$ cat src/common/cor_pkg.sv
// Package for the counter output routing block: register map and types
`default_nettype none
package cor_pkg;
	// Register byte offsets
	localparam logic [7:0] CTRL_OFF = 8'h00;
	localparam logic [7:0] SRC_OFF = 8'h04;
	localparam logic [7:0] PRESET_OFF = 8'h08;
	localparam logic [7:0] COUNT_OFF = 8'h0C;
	localparam logic [7:0] STAT_OFF = 8'h10;
	localparam logic [7:0] IRQ_STAT_OFF = 8'h14;
	localparam logic [7:0] IRQ_MASK_OFF = 8'h18;
	localparam logic [7:0] OUTS_OFF = 8'h1C;
	// Control fields
	localparam int CTRL_WIDE_BIT = 0;
	localparam int CTRL_SIGNED_BIT = 1;
	localparam int CTRL_CLR_CNT_BIT = 2;
	localparam int CTRL_TRIG_EN_BIT = 3;
	// Link enable fields in SRC register
	localparam int SRC_OUT_DET_BIT = 0;
	localparam int SRC_OUT_LAT_BIT = 2;
	localparam int SRC_EV_DET_BIT = 4;
	localparam int SRC_EV_CMP_BIT = 8;
	// Interrupt status fields
	localparam int IRQ_COINC_BIT = 0;
	localparam int IRQ_LATCH_BIT = 1;
	// Reset values
	localparam logic [31:0] CTRL_RST = 32'h0000_0000;
	localparam logic [31:0] SRC_RST = 32'h0000_0000;
	localparam logic [31:0] PRESET_RST = 32'h0000_0000;
	localparam logic [31:0] MASK_RST = 32'h0000_0000;
	localparam logic [1:0] RESP_OKAY = 2'b00;
	localparam logic [1:0] RESP_SLVERR = 2'b10;

	// Internal sources seen by the output stage
	typedef struct packed {
		logic [1:0] det;
		logic [1:0] cmp;
		logic pg;
		logic cam;
	} cor_src_t;

	// Outputs toward pins and neighbours
	typedef struct packed {
		logic out0;
		logic [3:0] event_out;
		logic pg_out;
		logic cam_out;
		logic trig;
	} cor_out_t;

	typedef enum logic [1:0] {
		RD_IDLE = 2'b00,
		RD_RESP = 2'b01
	} cor_rd_t;

	typedef enum logic [1:0] {
		WR_IDLE = 2'b00,
		WR_RESP = 2'b01
	} cor_wr_t;
endpackage
`default_nettype wire

$ cat src/rtl/cor_top.sv
// Counter output routing: latches, pin merge, coincidence, AXI4-Lite regs
`timescale 1ns/1ps
`default_nettype none
// Function
// [RULE_01] Latch gives fixed high or low, feeds output
// [RULE_02] Set raises latch, holds until clear
// [RULE_03] Simultaneous set and clear: clear wins
// [RULE_04] Output pin is OR of linked sources
// [RULE_05] Four event outputs narrow, two wide
// [RULE_06] Each event pin ORs its linked sources
// [RULE_07] Events 0,1 compare 0; 2,3 compare 1
// [RULE_08] Events 0,1 detect 0; 2,3 detect 1
// [RULE_09] Wide mode: event terminals take no links
// [RULE_10] Pattern output only in narrow unsigned
// [RULE_11] Cam output only in wide mode
// [RULE_12] Counter adds one per count-up high
// [RULE_13] Range compare, both bounds equal preset
// [RULE_14] Compare output high at coincidence
// [RULE_15] Coincidence pulses output 0, raises interrupt
// [RULE_16] Coincidence optionally triggers other block
// [RULE_17] Wide mode uses cam unit for coincidence; code takes coincidence from the counter/preset compare in both modes
// [RULE_18] Configurer picks fastest counting clock
// [RULE_19] Outputs registered, one cycle after source
module cor_top #(
	parameter int CNT_W = 32
) (
	input wire logic clock,
	input wire logic arst_n,
	input wire cor_pkg::cor_src_t src_in,
	input wire logic count_up,
	input wire logic [1:0] latch_set,
	input wire logic [1:0] latch_clr,
	output var cor_pkg::cor_out_t pins,
	output logic irq,
	input wire logic [31:0] s_axi_awaddr,
	input wire logic s_axi_awvalid,
	output logic s_axi_awready,
	input wire logic [31:0] s_axi_wdata,
	input wire logic [3:0] s_axi_wstrb,
	input wire logic s_axi_wvalid,
	output logic s_axi_wready,
	output logic [1:0] s_axi_bresp,
	output logic s_axi_bvalid,
	input wire logic s_axi_bready,
	input wire logic [31:0] s_axi_araddr,
	input wire logic s_axi_arvalid,
	output logic s_axi_arready,
	output logic [31:0] s_axi_rdata,
	output logic [1:0] s_axi_rresp,
	output logic s_axi_rvalid,
	input wire logic s_axi_rready
);
	import cor_pkg::*;

	////////////////////////////////////////////////////////////////////////
	// Input synchronisers (pins from outside)
	logic [1:0] up_sync_ff;
	logic [1:0] nxt_up_sync;
	always_comb begin
		nxt_up_sync = {up_sync_ff[0], count_up};
	end
	always_ff @(posedge clock or negedge arst_n) begin
		if (!arst_n) begin
			up_sync_ff <= 2'b00;
		end else begin
			up_sync_ff <= nxt_up_sync;
		end
	end

	////////////////////////////////////////////////////////////////////////
	// Registers
	logic [31:0] ctrl_ff, src_ff, preset_ff, mask_ff;
	logic [31:0] nxt_ctrl, nxt_src, nxt_preset, nxt_mask;
	logic [1:0] istat_ff, nxt_istat;
	logic [CNT_W-1:0] cnt_ff, nxt_cnt;
	logic [1:0] latch_ff, nxt_latch;
	logic coinc_ff, nxt_coinc;
	cor_out_t nxt_pins;
	logic nxt_irq;
	logic wide, uns;
	logic coinc_now, coinc_rise;
	logic [3:0] ev_raw;

	assign wide = ctrl_ff[CTRL_WIDE_BIT];
	assign uns = ~ctrl_ff[CTRL_SIGNED_BIT];

	////////////////////////////////////////////////////////////////////////
	// Counter and coincidence comparator
	always_comb begin
		nxt_cnt = cnt_ff;
		if (ctrl_ff[CTRL_CLR_CNT_BIT]) begin
			nxt_cnt = '0;
		end else if (up_sync_ff[1]) begin
			nxt_cnt = cnt_ff + CNT_W'(1); // RULE_12
		end
		// Both bounds equal preset, so range collapses to a match
		coinc_now = (cnt_ff >= preset_ff[CNT_W-1:0]) &&
			(cnt_ff <= preset_ff[CNT_W-1:0]); // RULE_13
		nxt_coinc = coinc_now; // RULE_14
		coinc_rise = coinc_now & ~coinc_ff;
	end

	////////////////////////////////////////////////////////////////////////
	// Set/reset latches; second exists only in narrow mode
	always_comb begin
		for (int i = 0; i < 2; i++) begin
			if (latch_clr[i]) begin
				nxt_latch[i] = 1'b0; // RULE_03
			end else if (latch_set[i]) begin
				nxt_latch[i] = 1'b1; // RULE_02
			end else begin
				nxt_latch[i] = latch_ff[i]; // RULE_01
			end
		end
		if (wide) begin
			nxt_latch[1] = 1'b0;
		end
	end

	////////////////////////////////////////////////////////////////////////
	// Output merge
	always_comb begin
		nxt_pins = '0;
		// Coincidence edge makes a one-cycle pulse on output 0
		nxt_pins.out0 = |(src_in.det & src_ff[SRC_OUT_DET_BIT +: 2]) |
			|(latch_ff & src_ff[SRC_OUT_LAT_BIT +: 2]) |
			coinc_rise; // RULE_04 RULE_15
		for (int e = 0; e < 4; e++) begin
			ev_raw[e] = (src_in.det[e/2] & src_ff[SRC_EV_DET_BIT + e]) |
				(src_in.cmp[e/2] & src_ff[SRC_EV_CMP_BIT + e]); // RULE_06 RULE_07 RULE_08
		end
		// Wide mode: two terminals, with no internal links
		if (wide) begin
			nxt_pins.event_out = 4'h0; // RULE_05 RULE_09
		end else begin
			nxt_pins.event_out = ev_raw; // RULE_05
		end
		nxt_pins.pg_out = !wide && uns && src_in.pg; // RULE_10
		nxt_pins.cam_out = wide && src_in.cam; // RULE_11 RULE_17
		nxt_pins.trig = ctrl_ff[CTRL_TRIG_EN_BIT] && coinc_rise; // RULE_16
		nxt_irq = |(istat_ff & mask_ff[1:0]);
	end

	always_ff @(posedge clock or negedge arst_n) begin
		if (!arst_n) begin
			cnt_ff <= '0;
			// Count and preset both reset to zero: match already stands,
			// so no false coincidence edge follows reset
			coinc_ff <= 1'b1;
			latch_ff <= 2'b00;
			pins <= '0;
			irq <= 1'b0;
		end else begin
			cnt_ff <= nxt_cnt;
			coinc_ff <= nxt_coinc;
			latch_ff <= nxt_latch;
			pins <= nxt_pins; // RULE_19
			irq <= nxt_irq;
		end
	end

	////////////////////////////////////////////////////////////////////////
	// AXI4-Lite write path: takes address and data in either order
	logic aw_hold_ff, w_hold_ff, nxt_aw_hold, nxt_w_hold;
	logic [7:0] wa_ff, nxt_wa;
	logic [31:0] wd_ff, nxt_wd;
	logic [3:0] ws_ff, nxt_ws;
	logic bvalid_ff, nxt_bvalid;
	logic [1:0] bresp_ff, nxt_bresp;
	logic do_wr, wr_hit;
	logic [31:0] wmask;

	// Read path
	logic rvalid_ff, nxt_rvalid;
	logic [31:0] rdata_ff, nxt_rdata;
	logic [1:0] rresp_ff, nxt_rresp;
	logic rd_take, rd_istat;

	always_comb begin
		nxt_aw_hold = aw_hold_ff;
		nxt_w_hold = w_hold_ff;
		nxt_wa = wa_ff;
		nxt_wd = wd_ff;
		nxt_ws = ws_ff;
		if (s_axi_awvalid && !aw_hold_ff) begin
			nxt_aw_hold = 1'b1;
			nxt_wa = s_axi_awaddr[7:0];
		end
		if (s_axi_wvalid && !w_hold_ff) begin
			nxt_w_hold = 1'b1;
			nxt_wd = s_axi_wdata;
			nxt_ws = s_axi_wstrb;
		end
		do_wr = aw_hold_ff && w_hold_ff && !bvalid_ff;
		nxt_bvalid = bvalid_ff;
		nxt_bresp = bresp_ff;
		if (bvalid_ff && s_axi_bready) begin
			nxt_bvalid = 1'b0;
		end
		wr_hit = (wa_ff == CTRL_OFF) || (wa_ff == SRC_OFF) ||
			(wa_ff == PRESET_OFF) || (wa_ff == IRQ_MASK_OFF);
		if (do_wr) begin
			nxt_aw_hold = 1'b0;
			nxt_w_hold = 1'b0;
			nxt_bvalid = 1'b1;
			nxt_bresp = wr_hit ? RESP_OKAY : RESP_SLVERR;
		end
		for (int b = 0; b < 4; b++) begin
			wmask[b*8 +: 8] = {8{ws_ff[b]}};
		end
		nxt_ctrl = ctrl_ff;
		nxt_src = src_ff;
		nxt_preset = preset_ff;
		nxt_mask = mask_ff;
		if (do_wr) begin
			case (wa_ff)
				CTRL_OFF: nxt_ctrl = (ctrl_ff & ~wmask) | (wd_ff & wmask);
				SRC_OFF: nxt_src = (src_ff & ~wmask) | (wd_ff & wmask);
				PRESET_OFF: nxt_preset = (preset_ff & ~wmask) | (wd_ff & wmask);
				IRQ_MASK_OFF: nxt_mask = (mask_ff & ~wmask) | (wd_ff & wmask);
				default: nxt_ctrl = ctrl_ff;
			endcase
		end
		// Self-clearing counter reset
		if (ctrl_ff[CTRL_CLR_CNT_BIT]) begin
			nxt_ctrl[CTRL_CLR_CNT_BIT] = 1'b0;
		end
	end

	always_comb begin
		rd_take = s_axi_arvalid && !rvalid_ff;
		rd_istat = rd_take && (s_axi_araddr[7:0] == IRQ_STAT_OFF);
		nxt_rvalid = rvalid_ff;
		nxt_rdata = rdata_ff;
		nxt_rresp = rresp_ff;
		if (rvalid_ff && s_axi_rready) begin
			nxt_rvalid = 1'b0;
		end
		if (rd_take) begin
			nxt_rvalid = 1'b1;
			nxt_rresp = RESP_OKAY;
			case (s_axi_araddr[7:0])
				CTRL_OFF: nxt_rdata = ctrl_ff;
				SRC_OFF: nxt_rdata = src_ff;
				PRESET_OFF: nxt_rdata = preset_ff;
				COUNT_OFF: nxt_rdata = 32'(cnt_ff);
				STAT_OFF: nxt_rdata = {28'h000_0000, coinc_ff, latch_ff, irq};
				IRQ_STAT_OFF: nxt_rdata = {30'h0, istat_ff};
				IRQ_MASK_OFF: nxt_rdata = mask_ff;
				OUTS_OFF: nxt_rdata = {24'h00_0000, pins};
				default: begin
					nxt_rdata = 32'h0000_0000;
					nxt_rresp = RESP_SLVERR;
				end
			endcase
		end
		// Read clears status; a new event in the same cycle survives
		nxt_istat = rd_istat ? 2'b00 : istat_ff;
		if (coinc_rise) begin
			nxt_istat[IRQ_COINC_BIT] = 1'b1; // RULE_15
		end
		if (|(nxt_latch & ~latch_ff)) begin
			nxt_istat[IRQ_LATCH_BIT] = 1'b1;
		end
	end

	always_ff @(posedge clock or negedge arst_n) begin
		if (!arst_n) begin
			aw_hold_ff <= 1'b0;
			w_hold_ff <= 1'b0;
			wa_ff <= 8'h00;
			wd_ff <= 32'h0000_0000;
			ws_ff <= 4'h0;
			bvalid_ff <= 1'b0;
			bresp_ff <= RESP_OKAY;
			ctrl_ff <= CTRL_RST;
			src_ff <= SRC_RST;
			preset_ff <= PRESET_RST;
			mask_ff <= MASK_RST;
			rvalid_ff <= 1'b0;
			rdata_ff <= 32'h0000_0000;
			rresp_ff <= RESP_OKAY;
			istat_ff <= 2'b00;
		end else begin
			aw_hold_ff <= nxt_aw_hold;
			w_hold_ff <= nxt_w_hold;
			wa_ff <= nxt_wa;
			wd_ff <= nxt_wd;
			ws_ff <= nxt_ws;
			bvalid_ff <= nxt_bvalid;
			bresp_ff <= nxt_bresp;
			ctrl_ff <= nxt_ctrl;
			src_ff <= nxt_src;
			preset_ff <= nxt_preset;
			mask_ff <= nxt_mask;
			rvalid_ff <= nxt_rvalid;
			rdata_ff <= nxt_rdata;
			rresp_ff <= nxt_rresp;
			istat_ff <= nxt_istat;
		end
	end

	// Ready is high while the holding slot is free
	assign s_axi_awready = !aw_hold_ff;
	assign s_axi_wready = !w_hold_ff;
	assign s_axi_bvalid = bvalid_ff;
	assign s_axi_bresp = bresp_ff;
	assign s_axi_arready = !rvalid_ff;
	assign s_axi_rvalid = rvalid_ff;
	assign s_axi_rdata = rdata_ff;
	assign s_axi_rresp = rresp_ff;
endmodule
`default_nettype wire

$ cat config.mk
export PLATFORM = sky130hd
export DESIGN_NAME = cor_top
export DESIGN_NICKNAME = d
export VERILOG_FILES = /design/src/common/cor_pkg.sv /design/src/rtl/cor_top.sv
export SDC_FILE = /design/constraint.sdc
export NUM_CORES = 1
export LEC_CHECK = 0
export BUFFER_PORTS_ARGS = -buffer_cell sky130_fd_sc_hd__buf_4
export CAP_MARGIN = 5
export CORE_ASPECT_RATIO = 0.7
export CORE_UTILIZATION = 37
export DETAILED_ROUTE_END_ITERATION = 10
export MAX_ROUTING_LAYER = met4
export SYNTH_ARGS = -nofsm -noshare
export SYNTH_HDL_FRONTEND = slang
export SYNTH_SLANG_ARGS = --single-unit
$ cat constraint.sdc
create_clock -name clock -period 3.5 [get_ports clock]
set_clock_uncertainty 0.2 [all_clocks]
set_input_delay 0.35 -clock clock [delete_from_list [all_inputs] [get_ports clock]]
set_output_delay 0.35 -clock clock [all_outputs]
set_load 0.02 [all_outputs]
# Word-level counts from Yosys, hierarchy flattened
# Index checks and enable logic that the tools add are counted.
[totals]
inputBits = 118
output_inout_bits = 50
reg_bits = 260
word_cells = 139
[classes]
magnitude_cmp = 2
n_addsub = 1
muxes = 25
reduce_logical = 42
bitwise_logic = 32
n_eq_ne = 10
[ops]
columns = ["cell", "count"]
rows = [
  ["case mux 32 bit (8 select lines)", 1],
  ["bitwise AND 32 bit", 5],
  ["bitwise OR 32 bit", 4],
  ["2-to-1 mux 32 bit", 2],
  ["equality test 8 x 5 -> 1 bit, second input constant", 5],
  ["adder 32 x 1 -> 32 bit, second input constant", 1],
  ["greater-or-equal comparator 32 bit", 1],
  ["less-or-equal comparator 32 bit", 1],
  ["NOT 32 bit", 1],
  ["equality test 8 x 4 -> 1 bit, second input constant", 3],
  ["nonzero test 2 bit", 9],
  ["equality test 8 x 3 -> 1 bit, second input constant", 2],
  ["zero test 8 bit", 2],
  ["2-to-1 mux 1 bit", 16],
  ["logical AND 1 bit", 13],
  ["AND reduction 2 bit", 5],
  ["bitwise AND 1 bit", 9],
  ["bitwise AND 2 bit", 4],
  ["OR reduction 2 bit", 4],
  ["OR reduction 8 bit", 1],
  ["2-to-1 mux 2 bit", 3],
  ["2-to-1 mux 3 bit", 2],
  ["bitwise OR 1 bit", 6],
  ["zero test 1 bit", 5],
  ["4 further kinds", 7],
]

# Longest topological paths before layout
[depth]
word_depth = 6
ltp_mapped = 7
ltp_nobuf = 5

# Worst setup path before layout
# Ideal clock, no wire load.
[synth_path]
path_kind = "flip-flop to flip-flop"
from = "register wa_ff[0]"
to = "register with a tool-made name"
t_arrival_ns = 1.983
slack_ns = 1.192
setup_time_ns = 0.125
path_stages_with_launch = 7
synth_period_minus_slack_ns = 2.308
n_path_buf = 2
path_cell_list = "dfrtp_1 or4_4 nor4_4 buf_6 and4b_1 buf_6 mux2_4"
[synth_lines]
columns = ["element", "line", "text"]
rows = [
  ["from (decl)", "cor_top.sv:165", "logic [7:0] wa_ff, nxt_wa;"],
  ["from (signal assigned)", "cor_top.sv:287", "wa_ff <= nxt_wa;"],
]

==> flow_metrics.env <==
export IMPL_crit_path_start_kind="flop"
export IMPL_arrival_ns=3.18
export IMPL_wire_per_inst_um=20.1
export IMPL_initial_core_util_pct=37.6
export IMPL_path_max_fanout=8
export IMPL_slew_violations=0
export IMPL_regArea_um2=6460
export IMPL_critPathBufInv=0
export IMPL_ys_seq_area_share_pct=55.1
export IMPL_syn_to_final_growth_pct=24.1
export IMPL_fp_dieH_um=151
export IMPL_ys_flop_type="dfrtp_1"
export IMPL_synth_edff_count=0
export IMPL_layout_nets=1221
export IMPL_yosysUniqueCellTypes=51
export IMPL_first_global_vias=8253
export IMPL_cts_tree="yes"
export IMPL_cts_root_buf="clkbuf_16"
export IMPL_slowest_stage="and4b_1"
export IMPL_first_pass_iters=5
export IMPL_path_clk_slew_ns=0.06
export IMPL_netlist_top_cells_area="dfrtp_1 55%, mux2_2 14%, a22oi_1 3.2%"
export IMPL_grt_total_usage_pct=20.4
export IMPL_die_area_um2=32400
export IMPL_cp_required_ns=3.72
export IMPL_cts_setup_buffers=0
export IMPL_grt_start_max_net_pins=67
export IMPL_maxCapViolations=0
export IMPL_fillers=2840
export IMPL_synth_top_area_share_pct=54.9
export IMPL_synth_area_per_cell_um2=12.7
export IMPL_routed_wl_um=30900
export IMPL_irDropWorstVdd_mv=0.323
export IMPL_multiInputGateArea_um2=5000
export IMPL_finalNonFillerCells=1540
export IMPL_port_buffers=117
export IMPL_power_density_nw_per_um2=587
export IMPL_cts_buffers=27
export IMPL_yosysWarnings=0
export IMPL_die_x_um=215
export IMPL_slew_headroom_pct=24.4
export IMPL_path_delay_family="simple AND/OR/NAND/NOR gates"
export IMPL_ys_ff_latch=258
export IMPL_status="finished, final reports clean"
export IMPL_synth_most_common_cell="dfrtp_1"
export IMPL_ant_nets=0
export IMPL_cts_max_path_buffers=3
export IMPL_rows=54
export IMPL_drt_initial_drc_count=615
export IMPL_num_antenna_cells=0
export IMPL_critPathKind="reg2reg"
export IMPL_clk_insertion_delay_late_ns=0.54
export IMPL_gp_congestion=0.828
export IMPL_synth_common_cells="257 x dfrtp_1, 142 x mux2_2, 52 x nor2_1"
export IMPL_tns_ns=0
export IMPL_vias=8112
export IMPL_worst_pin_slew_ns=1.13
export IMPL_cts_sinks=258
export IMPL_drive_above_1_share_pct=33.1
export IMPL_synthCells=926
export IMPL_cts_resized=0
export IMPL_min_path_type="in2reg"
export IMPL_finalSetupViolCount=0
export IMPL_hpwl_um=21000
export IMPL_clock_fmax_mhz=338
export IMPL_avgViaCountPerCell=5.27
export IMPL_placed_cells=1431
export IMPL_async_flop_share_pct=100
export IMPL_cts_hold_buf=62
export IMPL_max_stage_delay_ns=0.74
export IMPL_cts_htree_levels=1
export IMPL_timing_final_crit_share_pct=84.6
export IMPL_antenna_found_initial=0
export IMPL_core_area_um2=31100
export IMPL_hold_violations=0
export IMPL_path_cells="or4_4 > nor4_4 > and4b_1 > mux2_4"
export IMPL_drc=0
export IMPL_netlist_area_um2=11700
export IMPL_yosysTopAreaCell="dfrtp_1"
export IMPL_period_needed_ns=2.96
export IMPL_grt_overflow_total=0
export IMPL_worstSetupEndpointType="flop"
export IMPL_io_pins=168
export IMPL_grt_pass1_wl_um=49600
export IMPL_rsz0062_at_grt="false"
export IMPL_p_leak_nw=6.77
==> power by group <==
group	switching, W	internal (W)
logic	0.000707	0.000861
registers	0.000674	0.00355
clock network	0.00118	0.00158
==> path summary, 6_finish.rpt <==
check                                 from  depth (start not counted)  slack [ns]             end
hold reg to reg              up_sync_ff[0]                          0        0.20   up_sync_ff[1]
min in group asynchronous           arst_n                          2        0.13         pins[1]
setup / recovery                  wa_ff[0]                          4        0.54            flop
setup reg to reg                  wa_ff[0]                          4        0.54            flop
hold / removal             s_axi_araddr[4]                          3        0.06  s_axi_rdata[3]
max in group asynchronous           arst_n                          3        2.12        coinc_ff
==> placed cells by master, fill, tap and decap left out, drive strengths merged, types with 21 or more instances in the layout <==
cell	synthesis	routed
buf	15	139
o21ai	38	38
nor4	22	22
nor2	52	52
nand2	50	50
dlygate4sd3	0	62
xnor2	21	21
nand3	21	21
a22oi	50	50
clkbuf	40	41
dfrtp	257	257
a21oi	35	35
xor2	41	41
mux2	177	177
==> metal layers <==
layer	track usage (%)	up-vias	share of wire [%]
li1	-	3709	-
met1	30.3	4138	50
met2	29.1	221	43
met3	3.47	44	5.2
met4	4.04	0	1.5
met5	-	-	0
==> kinds of logic after synthesis <==
kind of cell / Yosys count / synth area share (%)
flip-flops: 258 / 55.1
AND/OR/NAND/NOR: 207 / 9.73
multiplexers: 197 / 20.8
AO/OA/AOI/OAI: 135 / 7.18
buffers and inverters: 65 / 2.47
XOR/XNOR: 62 / 4.63
adder cells (fa/ha/maj): 1 / 0.107
other: 1 / 0.0320
==> layout make-up <==
type | count | share of cell area, %
tap | 420 | 3.61
inverter | 10 | 0.258
timing repair buffer | 201 | 11.7
clock buffer | 41 | 5.28
sequential | 258 | 44.4
clock inverter | 6 | 0.404
multi-input combinational | 604 | 34.3
==> metrics by stage <==
stage / power (W) / area (um^2) / setup WS [ns] / hold WS (ns) / util (%)
CTS: 0.00864 / 14600 / 0.578 / 0.0353 / 46.7
detailed placement: 0.00579 / 13100 / 0.545 / 0.143 / 42.1
global route: 0.00899 / 14600 / 0.463 / 0.0860 / 46.7
floorplan: 0.00510 / 11700 / 1.19 / -0.146 / -
finish: 0.00855 / 14600 / 0.539 / 0.0616 / 46.7
global placement: 0.00573 / 13100 / 0.591 / 0.141 / 42.1
==> tightest hold or removal path, delay by kind of cell <==
kind	cells	cell delay, ns
buffers and inverters	1	0.17
AOI/OAI and AO/OA	2	0.24
Power figures use the tool's default switching activity.
